[src/logic/stc_cal_regs.svh]
// Register indices, field positions, reset values and limits of the timing calibration block
`ifndef STC_CAL_REGS_SVH
`define STC_CAL_REGS_SVH

// Register indices; byte address on the bus is four times the index
`define STC_IDX_ENABLE      10'h2b0
`define STC_IDX_CONFIG      10'h2b1
`define STC_IDX_RESULT      10'h2b2
`define STC_IDX_MANUAL      10'h2b5
`define STC_IDX_RAMP        10'h2b8
`define STC_IDX_RSV_LO      10'h2b9
`define STC_IDX_RSV_HI      10'h2bf
`define STC_IDX_IRQ_STATUS  10'h2c0
`define STC_IDX_IRQ_CLEAR   10'h2c1
`define STC_IDX_IRQ_ENABLE  10'h2c2

// Reset values
`define STC_ENABLE_RST      8'h00
`define STC_CONFIG_RST      8'h05
`define STC_MANUAL_RST      24'h000000
`define STC_RAMP_RST        8'h00
`define STC_RESULT_RST      17'h00000
`define STC_DELAY_RST       17'h00000

// Field positions
`define STC_ENABLE_BIT      0
`define STC_DONE_BIT        17
`define STC_DELAY_W         17
`define STC_IRQ_DONE_BIT    0
`define STC_IRQ_FAIL_BIT    1
`define STC_IRQ_W           2

// Longest timing reference period per duration code, in clock cycles
`define STC_PERIOD_MAX_0    16'd85
`define STC_PERIOD_MAX_1    16'd1100
`define STC_PERIOD_MAX_2    16'd5200
`define STC_PERIOD_MAX_3    16'd21580

// Number of averaged samples per averaging code
`define STC_AVG_CNT_0       9'd4
`define STC_AVG_CNT_1       9'd16
`define STC_AVG_CNT_2       9'd64
`define STC_AVG_CNT_3       9'd256

`endif

[src/logic/stc_pkg.sv]
// Types shared by the timing calibration register block
package stc_pkg;

    typedef enum logic [2:0] {
        STC_IDLE  = 3'b000,
        STC_WAIT  = 3'b001,
        STC_ACCUM = 3'b010,
        STC_DONE  = 3'b011,
        STC_FAIL  = 3'b100
    } stc_state_e;

    typedef struct packed {
        logic [3:0] reserved;
        logic [1:0] avg_sel;
        logic [1:0] accum_dur;
    } stc_config_s;

    typedef struct packed {
        logic                 done;
        logic [16:0]          delay;
    } stc_result_s;

endpackage : stc_pkg

[src/logic/stc_cal_top.sv]
// Timing reference calibration control and status registers with APB slave and calibration engine
//
// Functional notes
// - Enable clear: no calibration, delay output follows the manual delay register.
// - Enable set: delay comes from a finished calibration and holds its last value until then; manual register is ignored.
// - Calibration starts only on a zero-to-one change of the enable bit.
// - Enable register at 0x2B0, reset 0x00, bit 0 enable, bits 7..1 read/write.
// - Configuration at 0x2B1, reset 0x05, averaging bits 3..2, duration bits 1..0.
// - Group spans 0x2B0..0x2BF; status three bytes at 0x2B2; 0x2B9..0x2BF reserved.
// - Manual delay at 0x2B5..0x2B7 resets to zero; ramp control 0x2B8 resets zero.
// - Averaging codes 0..3 select 4, 16, 64 or 256 averages.
// - Duration codes allow reference periods up to 85, 1100, 5200, 21580 cycles.
// - Completion bit 17 is one only while enabled and finished; delay valid then.
//
// Implementation choice: the APB register port.

`include "stc_cal_regs.svh"

module stc_cal_top
    import stc_pkg::*;
#(
    parameter int ADDR_W = 12
) (
    input  wire logic              I_SYS_CLK,
    input  wire logic              I_SYS_RST,
    input  wire logic              I_CLK_EN,
    input  wire logic [ADDR_W-1:0] I_PADDR,
    input  wire logic              I_PSEL,
    input  wire logic              I_PENABLE,
    input  wire logic              I_PWRITE,
    input  wire logic [31:0]       I_PWDATA,
    output logic [31:0]            O_PRDATA,
    output logic                   O_PREADY,
    output logic                   O_PSLVERR,
    input  wire logic              I_SYSREF,
    input  wire logic [16:0]       I_CAL_PHASE,
    output logic [16:0]            O_CLOCK_DELAY,
    output logic [7:0]             O_DELAY_RAMP_CTRL,
    output logic                   O_CAL_BUSY,
    output logic                   O_IRQ
);

    // Bus decode
    logic [9:0]  reg_idx;
    logic        access;
    logic        wr_en;
    logic        hit_enable;
    logic        hit_config;
    logic        hit_result;
    logic        hit_manual;
    logic        hit_ramp;
    logic        hit_rsv;
    logic        hit_irq_stat;
    logic        hit_irq_clr;
    logic        hit_irq_en;
    logic        mapped;
    logic        ro_target;

    assign reg_idx      = I_PADDR[ADDR_W-1:2];
    assign access       = I_PSEL && I_PENABLE && I_CLK_EN;
    assign wr_en        = access && I_PWRITE;
    assign hit_enable   = (reg_idx == `STC_IDX_ENABLE);
    assign hit_config   = (reg_idx == `STC_IDX_CONFIG);
    assign hit_result   = (reg_idx == `STC_IDX_RESULT);
    assign hit_manual   = (reg_idx == `STC_IDX_MANUAL);
    assign hit_ramp     = (reg_idx == `STC_IDX_RAMP);
    assign hit_rsv      = (reg_idx >= `STC_IDX_RSV_LO) && (reg_idx <= `STC_IDX_RSV_HI);
    assign hit_irq_stat = (reg_idx == `STC_IDX_IRQ_STATUS);
    assign hit_irq_clr  = (reg_idx == `STC_IDX_IRQ_CLEAR);
    assign hit_irq_en   = (reg_idx == `STC_IDX_IRQ_ENABLE);
    assign mapped       = hit_enable | hit_config | hit_result | hit_manual | hit_ramp
                        | hit_rsv | hit_irq_stat | hit_irq_clr | hit_irq_en;
    // Read-only words: the result and the interrupt status registers
    assign ro_target    = hit_result | hit_irq_stat;

    // Zero-wait slave; a frozen clock enable stretches the access phase
    assign O_PREADY  = I_CLK_EN;
    assign O_PSLVERR = access && (!mapped || (I_PWRITE && ro_target));

    // Software registers
    logic [7:0]                enable_q;
    logic [7:0]                enable_d;
    stc_config_s               config_q;
    stc_config_s               config_d;
    logic [23:0]               manual_q;
    logic [23:0]               manual_d;
    logic [7:0]                ramp_q;
    logic [7:0]                ramp_d;
    logic [`STC_IRQ_W-1:0]     irq_en_q;
    logic [`STC_IRQ_W-1:0]     irq_en_d;

    always_comb begin
        enable_d = enable_q;
        config_d = config_q;
        manual_d = manual_q;
        ramp_d   = ramp_q;
        irq_en_d = irq_en_q;
        if (wr_en) begin
            if (hit_enable) begin
                enable_d = I_PWDATA[7:0];
            end
            if (hit_config) begin
                config_d = stc_config_s'(I_PWDATA[7:0]);
            end
            if (hit_manual) begin
                manual_d = I_PWDATA[23:0];
            end
            if (hit_ramp) begin
                ramp_d = I_PWDATA[7:0];
            end
            if (hit_irq_en) begin
                irq_en_d = I_PWDATA[`STC_IRQ_W-1:0];
            end
        end
    end

    always_ff @(posedge I_SYS_CLK) begin
        if (I_SYS_RST) begin
            enable_q <= `STC_ENABLE_RST;
            config_q <= stc_config_s'(`STC_CONFIG_RST);
            manual_q <= `STC_MANUAL_RST;
            ramp_q   <= `STC_RAMP_RST;
            irq_en_q <= '0;
        end else if (I_CLK_EN) begin
            enable_q <= enable_d;
            config_q <= config_d;
            manual_q <= manual_d;
            ramp_q   <= ramp_d;
            irq_en_q <= irq_en_d;
        end
    end

    // Timing reference pin synchroniser; first stage feeds only the second
    logic sysref_meta_q;
    logic sysref_sync_q;
    logic sysref_prev_q;
    logic sysref_rise;

    always_ff @(posedge I_SYS_CLK) begin
        if (I_SYS_RST) begin
            sysref_meta_q <= 1'b0;
            sysref_sync_q <= 1'b0;
            sysref_prev_q <= 1'b0;
        end else if (I_CLK_EN) begin
            sysref_meta_q <= I_SYSREF;
            sysref_sync_q <= sysref_meta_q;
            sysref_prev_q <= sysref_sync_q;
        end
    end

    assign sysref_rise = sysref_sync_q && !sysref_prev_q;

    // Calibration engine
    logic        cal_on;
    logic        cal_on_prev_q;
    logic        cal_start;
    logic [15:0] period_max;
    logic [8:0]  avg_target;
    logic [3:0]  avg_shift;

    assign cal_on    = enable_q[`STC_ENABLE_BIT];
    assign cal_start = cal_on && !cal_on_prev_q;

    always_comb begin
        unique case (config_q.accum_dur)
            2'b00: period_max = `STC_PERIOD_MAX_0;
            2'b01: period_max = `STC_PERIOD_MAX_1;
            2'b10: period_max = `STC_PERIOD_MAX_2;
            2'b11: period_max = `STC_PERIOD_MAX_3;
        endcase
        unique case (config_q.avg_sel)
            2'b00: begin
                avg_target = `STC_AVG_CNT_0;
                avg_shift  = 4'd2;
            end
            2'b01: begin
                avg_target = `STC_AVG_CNT_1;
                avg_shift  = 4'd4;
            end
            2'b10: begin
                avg_target = `STC_AVG_CNT_2;
                avg_shift  = 4'd6;
            end
            2'b11: begin
                avg_target = `STC_AVG_CNT_3;
                avg_shift  = 4'd8;
            end
        endcase
    end

    stc_state_e  state_q;
    stc_state_e  state_d;
    logic [15:0] period_q;
    logic [15:0] period_d;
    logic [8:0]  samples_q;
    logic [8:0]  samples_d;
    logic [24:0] sum_q;
    logic [24:0] sum_d;
    stc_result_s result_q;
    stc_result_s result_d;
    logic        ev_done;
    logic        ev_fail;
    logic [24:0] sum_next;
    logic [24:0] avg_value;

    assign sum_next  = sum_q + {8'h00, I_CAL_PHASE};
    assign avg_value = sum_next >> avg_shift;

    always_comb begin
        state_d   = state_q;
        period_d  = period_q;
        samples_d = samples_q;
        sum_d     = sum_q;
        result_d  = result_q;
        ev_done   = 1'b0;
        ev_fail   = 1'b0;
        if (!cal_on) begin
            // Dropping enable abandons any run and clears completion
            state_d       = STC_IDLE;
            result_d.done = 1'b0;
        end else if (cal_start) begin
            state_d       = STC_WAIT;
            samples_d     = '0;
            sum_d         = '0;
            result_d.done = 1'b0;
        end else begin
            unique case (state_q)
                STC_IDLE, STC_DONE, STC_FAIL: begin
                    state_d = state_q;
                end
                STC_WAIT: begin
                    // Waits for a first reference edge indefinitely; the old delay stays, completion is already cleared
                    if (sysref_rise) begin
                        state_d  = STC_ACCUM;
                        period_d = '0;
                    end
                end
                STC_ACCUM: begin
                    if (sysref_rise) begin
                        period_d = '0;
                        sum_d    = sum_next;
                        samples_d = samples_q + 9'd1;
                        if (samples_q + 9'd1 == avg_target) begin
                            state_d        = STC_DONE;
                            result_d.delay = avg_value[16:0];
                            result_d.done  = 1'b1;
                            ev_done        = 1'b1;
                        end
                    // Fail as soon as the gap exceeds the limit, so a longer period never passes
                    end else if (period_q + 16'd1 >= period_max) begin
                        state_d = STC_FAIL;
                        ev_fail = 1'b1;
                    end else begin
                        period_d = period_q + 16'd1;
                    end
                end
                default: begin
                    state_d = STC_IDLE;
                end
            endcase
        end
    end

    always_ff @(posedge I_SYS_CLK) begin
        if (I_SYS_RST) begin
            state_q       <= STC_IDLE;
            cal_on_prev_q <= 1'b0;
            period_q      <= '0;
            samples_q     <= '0;
            sum_q         <= '0;
            result_q      <= {1'b0, `STC_RESULT_RST};
        end else if (I_CLK_EN) begin
            state_q       <= state_d;
            cal_on_prev_q <= cal_on;
            period_q      <= period_d;
            samples_q     <= samples_d;
            sum_q         <= sum_d;
            result_q      <= result_d;
        end
    end

    // Interrupt status: a new event wins over a simultaneous clear
    logic [`STC_IRQ_W-1:0] irq_stat_q;
    logic [`STC_IRQ_W-1:0] irq_stat_d;
    logic [`STC_IRQ_W-1:0] irq_events;
    logic [`STC_IRQ_W-1:0] irq_clear;

    always_comb begin
        irq_events                    = '0;
        irq_events[`STC_IRQ_DONE_BIT] = ev_done;
        irq_events[`STC_IRQ_FAIL_BIT] = ev_fail;
        irq_clear  = (wr_en && hit_irq_clr) ? I_PWDATA[`STC_IRQ_W-1:0] : '0;
        irq_stat_d = (irq_stat_q & ~irq_clear) | irq_events;
    end

    always_ff @(posedge I_SYS_CLK) begin
        if (I_SYS_RST) begin
            irq_stat_q <= '0;
        end else if (I_CLK_EN) begin
            irq_stat_q <= irq_stat_d;
        end
    end

    // Outputs registered from state
    logic [16:0] delay_out_q;
    logic [16:0] delay_out_d;
    logic        irq_q;
    logic        irq_d;
    logic        busy_q;
    logic        busy_d;

    always_comb begin
        // Manual value steers the clock only while calibration is off
        if (!enable_d[`STC_ENABLE_BIT]) begin
            delay_out_d = manual_d[16:0];
        end else if (result_d.done) begin
            delay_out_d = result_d.delay;
        end else begin
            delay_out_d = delay_out_q;
        end
        irq_d  = |(irq_stat_d & irq_en_d);
        busy_d = (state_d == STC_WAIT) || (state_d == STC_ACCUM);
    end

    always_ff @(posedge I_SYS_CLK) begin
        if (I_SYS_RST) begin
            delay_out_q <= `STC_DELAY_RST;
            irq_q       <= 1'b0;
            busy_q      <= 1'b0;
        end else if (I_CLK_EN) begin
            delay_out_q <= delay_out_d;
            irq_q       <= irq_d;
            busy_q      <= busy_d;
        end
    end

    assign O_CLOCK_DELAY     = delay_out_q;
    assign O_DELAY_RAMP_CTRL = ramp_q;
    assign O_CAL_BUSY        = busy_q;
    assign O_IRQ             = irq_q;

    // Read data is registered so it stands stable after the access edge
    logic [31:0] rdata_q;
    logic [31:0] rdata_d;

    always_comb begin
        rdata_d = rdata_q;
        if (I_PSEL && !I_PENABLE && !I_PWRITE) begin
            rdata_d = '0;
            if (hit_enable) begin
                rdata_d[7:0] = enable_q;
            end
            if (hit_config) begin
                rdata_d[7:0] = config_q;
            end
            if (hit_result) begin
                // Completion is qualified by the live enable bit
                rdata_d[`STC_DONE_BIT]  = result_q.done && cal_on;
                rdata_d[16:0]           = result_q.delay;
            end
            if (hit_manual) begin
                rdata_d[23:0] = manual_q;
            end
            if (hit_ramp) begin
                rdata_d[7:0] = ramp_q;
            end
            if (hit_irq_stat) begin
                rdata_d[`STC_IRQ_W-1:0] = irq_stat_q;
            end
            if (hit_irq_en) begin
                rdata_d[`STC_IRQ_W-1:0] = irq_en_q;
            end
        end
    end

    always_ff @(posedge I_SYS_CLK) begin
        if (I_SYS_RST) begin
            rdata_q <= '0;
        end else if (I_CLK_EN) begin
            rdata_q <= rdata_d;
        end
    end

    assign O_PRDATA = rdata_q;

endmodule : stc_cal_top

[config.mk]
export PLATFORM = sky130hd
export DESIGN_NAME = stc_cal_top
export DESIGN_NICKNAME = d
export VERILOG_FILES = /design/src/logic/stc_pkg.sv /design/src/logic/stc_cal_top.sv
export VERILOG_INCLUDE_DIRS = /design/src /design/src/logic
export SDC_FILE = /design/constraint.sdc
export NUM_CORES = 1
export LEC_CHECK = 0
export ABC_AREA = 1
export BUFFER_PORTS_ARGS = -buffer_cell sky130_fd_sc_hd__buf_2
export CAP_MARGIN = 5
export CELL_PAD_IN_SITES_DETAIL_PLACEMENT = 0
export CELL_PAD_IN_SITES_GLOBAL_PLACEMENT = 2
export CORE_MARGIN = 2
export CORE_UTILIZATION = 35
export CTS_CLUSTER_DIAMETER = 100
export DETAILED_ROUTE_END_ITERATION = 12
export GPL_ROUTABILITY_DRIVEN = 0
export MAX_ROUTING_LAYER = met4
export PLACE_DENSITY_LB_ADDON = 0.3
export SYNTH_ARGS = -nofsm -noshare
export SYNTH_HDL_FRONTEND = slang
export SYNTH_SLANG_ARGS = --single-unit
[constraint.sdc]
create_clock -name I_SYS_CLK -period 6 [get_ports I_SYS_CLK]
set_input_delay 0.6 -clock I_SYS_CLK [delete_from_list [all_inputs] [get_ports I_SYS_CLK]]
set_output_delay 0.6 -clock I_SYS_CLK [all_outputs]
set_load 0.01 [all_outputs]
* Word-level counts from Yosys, hierarchy flattened
Cells that the tools add are included.
** Operators by class
- Add/sub/neg operators :: 3
- Multiply operators :: 0
- Div/mod/pow operators :: 0
- $lt $le $gt $ge :: 3
- Equality and inequality tests :: 24
- Shift-type cells :: 1
- Mux-type cells :: 53
- Bitwise logic cells :: 14
- Reduce and logical (&&, ||, !) cells :: 35
** Operator list (number)
- $mux W17 :: 6
- $eq A10 B10 Y1 const B :: 8
- $mux W25 :: 3
- $mux W18 :: 4
- $pmux W16 S4 :: 1
- $mux W16 :: 3
- $pmux W9 S4 :: 1
- $pmux W16 S2 :: 1
- $mux W9 :: 3
- $add A25 B17 Y25 :: 1
- $shr A25 B4 Y17 :: 1
- $mux W24 :: 1
- $mux W8 :: 3
- $mux W3 :: 6
- $add A16 B1 Y16 const B :: 1
- $ge A16 B16 Y1 :: 1
- $pmux W4 S4 :: 1
- $mux W1 :: 14
- $logic_and A1 B1 Y1 :: 12
- $reduce_and A3 Y1 :: 4
- $ge A10 B10 Y1 const B :: 1
- $le A10 B10 Y1 const B :: 1
- $mux W2 :: 5
- $add A9 B1 Y9 const B :: 1
- other kinds (25) :: 50
** Word-level totals
- Register bits after elaboration :: 170
- Latch bits :: 0
- Memory bits (writable) :: 0
- Bits in read-only memories :: 0
- Input port bits :: 68
- Output and inout bits :: 61
- Word-level logic and storage cells :: 157
- Memories :: 0

* Logic depth before layout (Yosys ltp)
Gate-level depths: netlist (run 1).
- Depth in word-level cells :: 12
- Mapped depth :: 19

* Worst setup path before layout (run 1)
Ideal clock, no wire load.
- Path type :: reg-to-reg
- From :: reg period_q[0]
- To :: reg period_q[10]
- Setup time :: 0.146 ns
- Data arrival time :: 2.672 ns
- Setup slack :: 3.182 ns
- Stages on the path, launching flop included :: 16
- Clock period less this slack :: 2.818 ns
- Cell sequence :: dfxtp_1 ha_1 nand2_2 nor2_4 nand3_2 nor3_1 nand3_1 xnor2_1 ha_1 nand2_1 nor2_1 a21oi_2 nand3_2 a21boi_4 buf_4 a211oi_2
** On the way
- Word-level cells in the longest chain between the ends :: 4
** RTL lines
- start, declared :: line stc_cal_top.sv:193 : logic [15:0] period_q;
- start signal, assigned :: line stc_cal_top.sv:275 : period_q <= period_d;
- $add A16 B1 Y16 (*) :: line stc_cal_top.sv:250, stc_cal_top.sv:254
- $ge A16 B16 Y1 or $mux W16 (tied branches) :: line stc_cal_top.sv:250 : end else if (period_q + 16'd1 >= period_max) begin
- $ne A3 B3 Y1 (no source line) or $mux W16 (tied branches)
- $reduce_and A6 Y1 (no source line) or $pmux W16 S2 (tied branches)
Every way passes the cells marked *; elsewhere a longest branch is shown, timed or not. The select of a mux whose other input is x is not followed.
A chain may end at the register's enable or synchronous reset.

* Worst setup path in the final report (run 1)
- From :: reg period_q[0]
- To :: reg period_q[0]
The elaborated chain is that of the path after synthesis.

==> flow_metrics.py, run 1 <==
metrics = {
    "synth": {
        "synth_top_family_by_area": "simple AND/OR/NAND/NOR gates",
        "syn-instance-count": 1593,
        "yosysSeqAreaShare_pct": 32.78,
        "synth_edf_count": 0,
        "ys_seq_elements": 170,
        "synth_compound_area_share_pct": 18.75,
        "syn_area_mm2": 0.01038,
        "ys_warn_count": 0,
        "synthFlopType": "dfxtp_1",
        "synthSimpleGateAreaFrac_pct": 32.21,
        "synthMuxAreaShare_pct": 0.5785,
        "synth_cell_types": 48,
        "synth_fa_ha_area_share_pct": 3.929,
        "synth_xor_area_share_pct": 1.591,
        "async_flop_share_pct": 0,
        "syn_avg_cell_area_um2": 6.518,
    },
    "power": {
        "p_leak_nw": 5.246,
        "power_density_mw_per_mm2": 212.2,
        "ir_drop_v": 0.0001527,
    },
    "setup_path": {
        "slowest_delay_ns": 0.85,
        "timing.critical_path.fanout_max": 31,
        "crit_type": "flip-flop to flip-flop",
        "slowest_stage": "a21boi_4",
        "cp.required_ns": 6.37,
        "cp-end-kind": "flip-flop",
        "crit_arrival_ns": 4.22,
        "worstPathCellList": "ha_1 -> nand2_2 -> nor2_4 -> nand3_2 -> nor3_1 -> nand3_1 -> xnor2_1 -> ha_1 -> nand2_1 -> nor2_1 -> a21oi_2 -> nand3_2 -> a21boi_4 -> o21ai_0 -> a21oi_1",
        "critPathLaunchType": "flip-flop",
    },
    "sta": {
        "slew_violations": 0,
        "hold_viol_final": 0,
        "rsz0062_at_grt": "false",
        "tightest_slew_ns": 1.064,
        "finClkSkew_ns": 0.01821,
        "slew_headroom_pct": 28.88,
        "period_share_pct": 64.11,
        "setup_viol": 0,
        "fmax_mhz": 260.0,
        "period_minus_slack_ns": 3.847,
        "setup_tns_ns": 0,
    },
    "floorplanning": {
        "start_util_pct": 35.31,
        "die-area_mm2": 0.03106,
        "die_w_um": 176.2,
        "row_count": 63,
        "fp.dieH_um": 176.2,
        "ios": 129,
        "core_mm2": 0.02940,
    },
    "routing": {
        "wl_mm": 32.14,
        "drc": 0,
        "wl_per_cell_um": 15.56,
        "antenna_left": 0,
        "drtIter0Drc": 701,
        "viasPerCell": 4.974,
        "dr.pass1.iters": 5,
        "vias": 10280,
    },
    "global_routing": {
        "grt_start_max_net_pins": 80,
        "overflow": 0,
        "grt_pass1_vias": 9671,
        "grt_usage_pct": 21.46,
        "grt_antenna_before_repair": 0,
        "grt_pass1_wl_mm": 51.89,
    },
    "cts": {
        "clock_sinks": 170,
        "clkTransAtPathRegs_ns": 0.08,
        "clockBufferDepth": 2,
        "htree_levels": 4,
        "tritoncts": "built",
        "postCtsSetupBuffers": 0,
        "cts_buffers": 17,
        "cts-resized-gates": 0,
        "postCtsHoldBufs": 0,
        "root_buffer": "clkbuf_16",
        "clk_latency_ns": 0.44,
    },
    "final_layout": {
        "antennaDiodeCount": 0,
        "drive_above_1_share_pct": 12.71,
        "final_cells": 2066,
        "final_nets": 1763,
        "nFillCells": 3193,
        "area_growth_syn_to_layout_pct": 13.18,
    },
    "min_path": {
        "hp-class": "input port to flip-flop",
    },
    "placement": {
        "place_inst": 2034,
        "numPortBuffers": 110,
        "dp_hpwl_mm": 23.50,
    },
    "flow_run": {
        "drv_cap": 0,
    },
    "outcome": {
        "status": "finished, final reports clean",
    },
}
==> critical path, delay by kind of cell (launching register included) <==
family                   cells  cell delay, ns
AND/OR/NAND/NOR              8            1.12
XOR/XNOR                     1            0.24
adder cells (fa/ha/maj)      2            0.53
AO/OA/AOI/OAI                4            1.36
flip-flops                   1            0.50
==> synth_stat cells (3+ instances only) <==
master    count  area (µm²)
buf_6         3       33.78
nand3b_1      6       45.04
clkbuf_1     51       191.4
buf_1         4       15.01
ha_1         31       387.9
nor2_1      167       626.9
o21ai_1      11       55.05
nand2_2       7       43.79
o22ai_1       4       25.02
inv_1       175       656.9
buf_4        12       90.09
nor3_1       16       80.08
nor2_4        7       78.83
nand4_1      25       156.4
xor2_1       13       113.9
nor4_1        3       18.77
a31oi_1       5       31.28
a211oi_2     14       175.2
xnor2_1       4       35.03
o221ai_1     16       140.1
dfxtp_1     170        3403
o211ai_1     15       112.6
a21oi_1     142       710.7
o21ai_0     115       575.6
nor2_2       11       68.82
buf_2         4       20.02
inv_2         9       33.78
mux2i_1       6       60.06
nand3_1     153       765.7
nand2_1     369        1385
==> logic make-up after synthesis <==
logic type               after synthesis
AND/OR/NAND/NOR                      773
adder cells (fa/ha/maj)               32
other                                  1
XOR/XNOR                              18
multiplexers                           6
AO/OA/AOI/OAI                        333
buffers and inverters                260
flip-flops                           170
==> layout make-up <==
type / instances / area [µm²] / share of cell area (%)
timing repair buffer: 118 / 610.6 / 5.196
sequential: 170 / 3403 / 28.96
clock inverter: 15 / 163.9 / 1.395
multi-input combinational: 1170 / 5959 / 50.71
inverter: 186 / 700.7 / 5.963
tap: 390 / 488.0 / 4.152
clock buffer: 17 / 425.4 / 3.620
==> state kept, by name, summed over array words and instances (netlist names), 3 cells and up <==
signal	flops
state_q	3
O_CLOCK_DELAY	17
samples_q	9
config_q	8
enable_q	8
O_PRDATA	24
O_DELAY_RAMP_CTRL	8
sum_q	25
manual_q	24
result_q	18
period_q	16
==> per-stage QoR <==
step / setup slack (ns) / total power [W] / hold WS (ns) / utilization (%) / area (µm²)
floorplan: 3.182 / 0.001298 / 0.4297 / - / 10410
global placement: 2.211 / 0.001363 / 0.4416 / 37.96 / 11160
detailed placement: 2.140 / 0.001364 / 0.4518 / 37.96 / 11160
CTS: 2.100 / 0.002524 / 0.3661 / 39.97 / 11750
global route: 1.744 / 0.002586 / 0.3865 / 39.97 / 11750
finish: 2.153 / 0.002493 / 0.3751 / 39.97 / 11750
==> cell usage in the layout (no fill, tap or decap), drive strengths merged, types with 3 or more instances in the layout <==
master,instances
nand4,25
inv,191
xor2,14
nand3,156
conb,8
o22ai,5
o221ai,16
ha,31
buf,118
nand2,376
mux2i,6
a21oi,144
o211ai,15
a211oi,14
nor4,3
nor3,16
clkinv,5
nor2,185
nand3b,6
a31oi,5
clkbuf,17
dfxtp,170
xnor2,4
clkinvlp,3
o21ai,128
==> power by group <==
part / switching (W) / internal, W
Combinational: 0.000121 / 0.0000577
Clock: 0.000532 / 0.000623
Sequential: 0.0000116 / 0.00115
==> per-layer routing <==
metal	vias up	share of wire, %	GRT usage (%)
met5	-	0	-
met3	19	3.3	2.735
met1	4696	52	29.80
met4	0	1.3	5.510
met2	182	44	32.99
li1	5380	-	-
==> final timing paths <==
| kind | start | end | slack [ns] | cells after the start |
|---|---|---|---|---|
| worst max-delay path | period_q[0] | period_q[0] | 2.15 | 15 |
| worst max register to register | period_q[0] | period_q[0] | 2.15 | 15 |
| worst min register to register | config_q[5] | config_q[5] | 0.46 | 2 |
| worst min-delay path | I_PWDATA[22] | manual_q[22] | 0.38 | 3 |
Power figures use the tool's default switching activity.
==> run 2: changes to the inputs <==
--- a/config.mk
+++ b/config.mk
@@ -6,13 +6,13 @@
 export SDC_FILE = /design/constraint.sdc
 export NUM_CORES = 1
 export LEC_CHECK = 0
-export ABC_AREA = 1
+export ABC_AREA = 0
 export BUFFER_PORTS_ARGS = -buffer_cell sky130_fd_sc_hd__buf_2
 export CAP_MARGIN = 5
 export CELL_PAD_IN_SITES_DETAIL_PLACEMENT = 0
 export CELL_PAD_IN_SITES_GLOBAL_PLACEMENT = 2
 export CORE_MARGIN = 2
-export CORE_UTILIZATION = 35
+export CORE_UTILIZATION = 31
 export CTS_CLUSTER_DIAMETER = 100
 export DETAILED_ROUTE_END_ITERATION = 12
 export GPL_ROUTABILITY_DRIVEN = 0
==> constraint.sdc (replaced) <==
create_clock -name I_SYS_CLK -period 3.48 [get_ports I_SYS_CLK]
set_input_delay 0.348 -clock I_SYS_CLK [delete_from_list [all_inputs] [get_ports I_SYS_CLK]]
set_output_delay 0.348 -clock I_SYS_CLK [all_outputs]
set_load 0.01 [all_outputs]
==> flow_metrics.py, run 2 <==
metrics = {
    "outcome": {
        "status": "finished, final reports clean",
    },
    "global_routing": {
        "grt_start_max_net_pins": 57,
        "grt_pass1_vias": 9589,
        "overflow": 0,
        "grt_pass1_wl_mm": 54.29,
        "grt_usage_pct": 20.71,
        "grt_antenna_before_repair": 0,
    },
    "sta": {
        "hold_viol_final": 0,
        "period_minus_slack_ns": 3.293,
        "slew_violations": 0,
        "fmax_mhz": 303.7,
        "rsz0062_at_grt": "false",
        "tightest_slew_ns": 1.027,
        "period_share_pct": 94.63,
        "slew_headroom_pct": 31.54,
        "setup_viol": 0,
        "finClkSkew_ns": 0.01520,
        "setup_tns_ns": 0,
    },
    "floorplanning": {
        "core_mm2": 0.03262,
        "die-area_mm2": 0.03461,
        "ios": 129,
        "fp.dieH_um": 186.0,
        "die_w_um": 186.0,
        "row_count": 66,
        "start_util_pct": 31.50,
    },
    "cts": {
        "root_buffer": "clkbuf_16",
        "postCtsSetupBuffers": 0,
        "clk_latency_ns": 0.44,
        "clkTransAtPathRegs_ns": 0.07,
        "clockBufferDepth": 2,
        "tritoncts": "built",
        "htree_levels": 4,
        "cts_buffers": 17,
        "clock_sinks": 170,
    },
    "setup_path": {
        "cp-end-kind": "flip-flop",
        "r2r-start": "sum_q[0]",
        "reg2regPathDepth": 11,
        "reg2reg_slack_ns": 0.19,
        "crit_type": "flip-flop to flip-flop",
        "cp.required_ns": 3.86,
        "reg2reg_to": "O_CLOCK_DELAY[4]",
        "critPathLaunchType": "flip-flop",
        "crit_arrival_ns": 3.67,
        "timing.critical_path.fanout_max": 6,
        "startpoint": "sum_q[0]",
    },
    "final_layout": {
        "fin_area_mm2": 0.01221,
        "area.sequential_mm2": 0.003403,
        "largest_register_ffs": 25,
        "fin_util_pct": 37.42,
        "area_growth_syn_to_layout_pct": 18.82,
        "nFillCells": 3463,
        "multi_input_area_mm2": 0.006447,
        "final_nets": 1517,
        "final_common_cell": "dfxtp_1",
        "antennaDiodeCount": 0,
        "mostFrequentLayoutCells": "170 x dfxtp_1, 155 x nor2_1, 130 x nand2_1, 115 x a21oi_1, 109 x buf_2",
        "drive_above_1_share_pct": 19.51,
        "top_register": "sum_q",
    },
    "routing": {
        "drtIter0Drc": 641,
        "drc": 0,
        "wl_per_cell_um": 18.45,
        "vias": 10160,
        "viasPerCell": 5.425,
        "wl_mm": 34.53,
        "antenna_left": 0,
        "dr.pass1.iters": 6,
    },
    "synth": {
        "syn_area_mm2": 0.01027,
        "ys_top_cells_by_count": "170 x dfxtp_1, 158 x nor2_1, 130 x nand2_1",
        "synth_top_area_share_pct": 33.13,
        "syn_avg_cell_area_um2": 7.921,
        "synth_most_common_cell": "dfxtp_1",
        "ys_warn_count": 0,
        "synth_area_leaders": "dfxtp_1 33%, nor2_1 5.8%, a21oi_1 5.6%",
        "synthFlopType": "dfxtp_1",
        "yosysSeqAreaShare_pct": 33.13,
        "yosysTopAreaCell": "dfxtp_1",
        "synth_edf_count": 0,
        "synth_cell_types": 99,
        "syn-instance-count": 1297,
        "async_flop_share_pct": 0,
        "ys_seq_elements": 170,
    },
    "placement": {
        "placedInstanceArea_mm2": 0.01160,
        "numPortBuffers": 110,
        "dp_hpwl_mm": 25.57,
    },
    "power": {
        "p_total_w": 0.004169,
        "ir_drop_v": 0.0003780,
        "power_density_mw_per_mm2": 341.6,
        "p_leak_nw": 4.741,
    },
    "min_path": {
        "hp-class": "input port to flip-flop",
        "worst_hold_startpoint": "I_PWDATA[18]",
        "min_to": "manual_q[18]",
        "hold_depth": 3,
    },
    "flow_run": {
        "drv_cap": 0,
    },
}
==> run 2: worst max-delay path, stage by stage (launching register included) <==
cell      delay (ns)
dfxtp_1         0.32
ha_1            0.21
fa_1            0.41
a211oi_2        0.26
o211ai_2        0.14
a31o_2          0.29
a41oi_2         0.22
xnor2_2         0.24
a222oi_1        0.22
mux2_2          0.36
a2111o_1        0.42
a21oi_1         0.14
==> run 2: cells by family after synthesis <==
kind of cell | after synthesis | share of synthesized area, %
AOI/OAI and AO/OA | 384 | 26.06
xor gates and xnor gates | 31 | 2.716
adders and majority gates | 32 | 3.970
buffers and inverters | 117 | 4.872
DFF | 170 | 33.13
muxes | 49 | 5.444
other | 1 | 0.03650
and+or+nand+nor | 513 | 23.77
==> run 2: repair_timing <==
item | 4_1_cts | 5_1_grt
hold buffers | 0 | 0
hold endpoints to repair | 0 | 0
setup endpoints to repair | 0 | 17
resized for setup | 0 | 6
==> run 2: report_power, final <==
part | switching (W) | total, W | internal [W]
registers | 0.00000692 | 0.00196 | 0.00195
logic | 0.000176 | 0.000274 | 0.0000983
clock network | 0.000907 | 0.00193 | 0.00103
==> run 2: area by class of cell <==
type                    instances  area share, %
multi-input cells            1017          52.82
flip-flops and latches        170          27.88
repair buffers                187          9.297
well taps                     442          4.531
clock buffers                  19          3.629
clock inverters                13          1.107
inverters                      24         0.7380
==> run 2: how the worst max path moves through the flow <==
stage                       endpoint  slack [ns]  cells after the start
finish              O_CLOCK_DELAY[4]        0.19                     11
global route             period_q[7]      0.0006                     12
CTS                 O_CLOCK_DELAY[4]        0.17                     11
detailed placement  O_CLOCK_DELAY[4]        0.04                     12
global placement    O_CLOCK_DELAY[4]        0.05                     12
floorplan                period_q[4]        0.25                     14
==> run 2: metrics by stage <==
| step | worst slack, ns | hold WS [ns] | std cells |
|---|---|---|---|
| 3_5_place_dp | 0.04298 | 0.4439 | 1840 |
| 3_3_place_gp | 0.05249 | 0.4394 | 1840 |
| 2_1_floorplan | 0.2529 | 0.4250 | 1304 |
| 6_report | 0.1868 | 0.1462 | 1872 |
| 5_1_grt | 0.0005516 | 0.1406 | 1872 |
| 4_1_cts | 0.1672 | 0.1330 | 1872 |
==> run 2: routing by layer <==
metal	routed length [µm]	vias up	global-route usage, %	part of all wire (%)
met3	1367	19	2.504	4.0
met4	320	0	4.220	0.93
li1	-	5036	-	-
met1	16690	4870	28.20	48
met5	0	-	-	0
met2	16150	230	33.06	47
==> run 3: changes to the inputs <==
--- a/config.mk
+++ b/config.mk
@@ -9,15 +9,16 @@
 export ABC_AREA = 0
 export BUFFER_PORTS_ARGS = -buffer_cell sky130_fd_sc_hd__buf_2
 export CAP_MARGIN = 5
-export CELL_PAD_IN_SITES_DETAIL_PLACEMENT = 0
-export CELL_PAD_IN_SITES_GLOBAL_PLACEMENT = 2
+export CELL_PAD_IN_SITES_DETAIL_PLACEMENT = 1
+export CELL_PAD_IN_SITES_GLOBAL_PLACEMENT = 1
 export CORE_MARGIN = 2
-export CORE_UTILIZATION = 31
+export CORE_UTILIZATION = 39
 export CTS_CLUSTER_DIAMETER = 100
 export DETAILED_ROUTE_END_ITERATION = 12
 export GPL_ROUTABILITY_DRIVEN = 0
 export MAX_ROUTING_LAYER = met4
 export PLACE_DENSITY_LB_ADDON = 0.3
+export RECOVER_POWER = 100
 export SYNTH_ARGS = -nofsm -noshare
 export SYNTH_HDL_FRONTEND = slang
 export SYNTH_SLANG_ARGS = --single-unit
==> flow_metrics.py, run 3 (synthesis results as in run 2) <==
metrics = {
    "routing": {
        "viasPerCell": 5.971,
        "antenna_left": 0,
        "wl_per_cell_um": 19.59,
        "drc": 0,
        "vias": 10430,
        "drtIter0Drc": 781,
        "wl_mm": 34.21,
        "dr.pass1.iters": 7,
    },
    "final_layout": {
        "final_common_cell": "dfxtp_1",
        "top_register": "sum_q",
        "area_growth_syn_to_layout_pct": 15.74,
        "multi_input_area_mm2": 0.006450,
        "area.sequential_mm2": 0.003405,
        "nFillCells": 3220,
        "drive_above_1_share_pct": 14.32,
        "antennaDiodeCount": 0,
        "final_cells": 1746,
        "mostFrequentLayoutCells": "169 x dfxtp_1, 154 x nor2_1, 130 x nand2_1, 116 x a21oi_1, 66 x nand3_1",
        "largest_register_ffs": 25,
        "final_nets": 1498,
    },
    "cts": {
        "htree_levels": 4,
        "clockBufferDepth": 2,
        "clk_latency_ns": 0.45,
        "root_buffer": "clkbuf_16",
        "postCtsSetupBuffers": 0,
        "tritoncts": "built",
        "clock_sinks": 170,
        "postCtsHoldBufs": 0,
        "cts_buffers": 17,
        "clkTransAtPathRegs_ns": 0.09,
    },
    "setup_path": {
        "cp.required_ns": 3.84,
        "crit_arrival_ns": 3.71,
        "slowest_delay_ns": 0.47,
        "cpMostUsedCell": "nand3_2",
        "crit_type": "flip-flop to flip-flop",
        "timing.critical_path.fanout_max": 7,
        "worstPathCellList": "ha_2 -> nand3_2 -> nor2_2 -> nand3_1 -> buf_4 -> nor3_1 -> xnor2_1 -> ha_1 -> o31ai_1 -> o221ai_2 -> nor3_2 -> nand3_2 -> or4_1 -> a21oi_1",
        "cp-end-kind": "flip-flop",
        "critPathLaunchType": "flip-flop",
        "slowest_stage": "or4_1",
    },
    "sta": {
        "setup_viol": 0,
        "hold_viol_final": 0,
        "finClkSkew_ns": 0.01935,
        "fmax_mhz": 298.5,
        "period_minus_slack_ns": 3.351,
        "period_share_pct": 96.28,
        "slew_headroom_pct": 14.07,
        "slew_violations": 0,
        "tightest_slew_ns": 1.289,
        "holdWs_ns": 0.1311,
    },
    "floorplanning": {
        "fp.dieH_um": 166.3,
        "die_w_um": 166.3,
        "row_count": 59,
        "ios": 129,
        "core_mm2": 0.02598,
        "start_util_pct": 39.54,
        "die-area_mm2": 0.02766,
    },
    "power": {
        "ir_drop_v": 0.0003935,
        "p_leak_nw": 4.393,
        "power_density_mw_per_mm2": 358.5,
        "p_total_w": 0.004263,
    },
    "placement": {
        "dp_hpwl_mm": 24.99,
        "place_inst": 1714,
        "numPortBuffers": 110,
    },
    "global_routing": {
        "grt_usage_pct": 24.89,
        "grt_pass1_vias": 10380,
        "grt_pass1_wl_mm": 55.46,
        "overflow": 0,
        "grt_antenna_before_repair": 0,
        "grt_start_max_net_pins": 60,
    },
    "outcome": {
        "status": "finished, final reports clean",
    },
    "flow_run": {
        "drv_cap": 0,
    },
    "min_path": {
        "hp-class": "input port to flip-flop",
    },
}
==> run 3: cell count changes in the layout (fill, tap and decap cells not counted), moves of 3 or more <==
cell      delta
clkinv_8     +4
inv_12       +5
clkbuf_1    +60
buf_4       -26
buf_2       -55
nor3_1       +3
inv_6        -3
==> run 3: report_power, final <==
part	switching (W)	internal [W]
registers	0.00000763	0.00195
clock network	0.00103	0.00100
logic	0.000173	0.0000904
==> run 3: metrics by stage <==
step	instance area, µm²	setup WS, ns	setup TNS, ns	util (%)
2_1_floorplan	10300	0.2529	0	-
3_3_place_gp	11320	0.08927	0	43.58
3_5_place_dp	11320	-0.007810	-0.007810	43.58
4_1_cts	11960	0.04440	0	46.04
5_1_grt	11890	-0.01561	-0.02268	45.76
6_report	11890	0.1294	0	45.76
==> run 3: layout make-up <==
cell class	count	share of cell area [%]
inverter	24	0.7577
clock inverter	15	1.757
multi-input combinational	1017	54.25
clock buffer	17	3.578
timing repair buffer	168	7.503
tap	335	3.525
sequential	170	28.63
==> run 3: worst paths after layout <==
| kind | from | to | slack (ns) | cells past startpoint |
|---|---|---|---|---|
| worst max-delay path | period_q[1] | period_q[7] | 0.13 | 14 |
| worst max register to register | period_q[1] | period_q[7] | 0.13 | 14 |
| worst min-delay path | I_PWDATA[21] | manual_q[21] | 0.13 | 3 |
| worst min register to register | O_PRDATA[22] | O_PRDATA[22] | 0.46 | 2 |
==> run 3: what timing repair did <==
item                       CTS  global route
gates cloned                 0             0
resized for setup            1            13
hold endpoints to repair     0             0
pin swaps                    0             6
setup endpoints to repair    1            24
==> run 3: metal layers <==
metal	global-route usage (%)	up-vias	part of all wire [%]
li1	-	4975	-
met1	32.36	5176	47
met2	41.35	236	48
met3	3.313	38	3.5
met4	5.697	0	1.6
met5	-	-	0
==> run 3: worst max-delay path, delay by kind of cell (launching register included) <==
| family | cells | cell delay, ns |
|---|---|---|
| AND/OR/NAND/NOR | 7 | 1.54 |
| adder cells (fa/ha/maj) | 2 | 0.51 |
| AO/OA/AOI/OAI | 3 | 0.50 |
| flip-flops | 1 | 0.37 |
| XOR/XNOR | 1 | 0.19 |
| buffers and inverters | 1 | 0.18 |
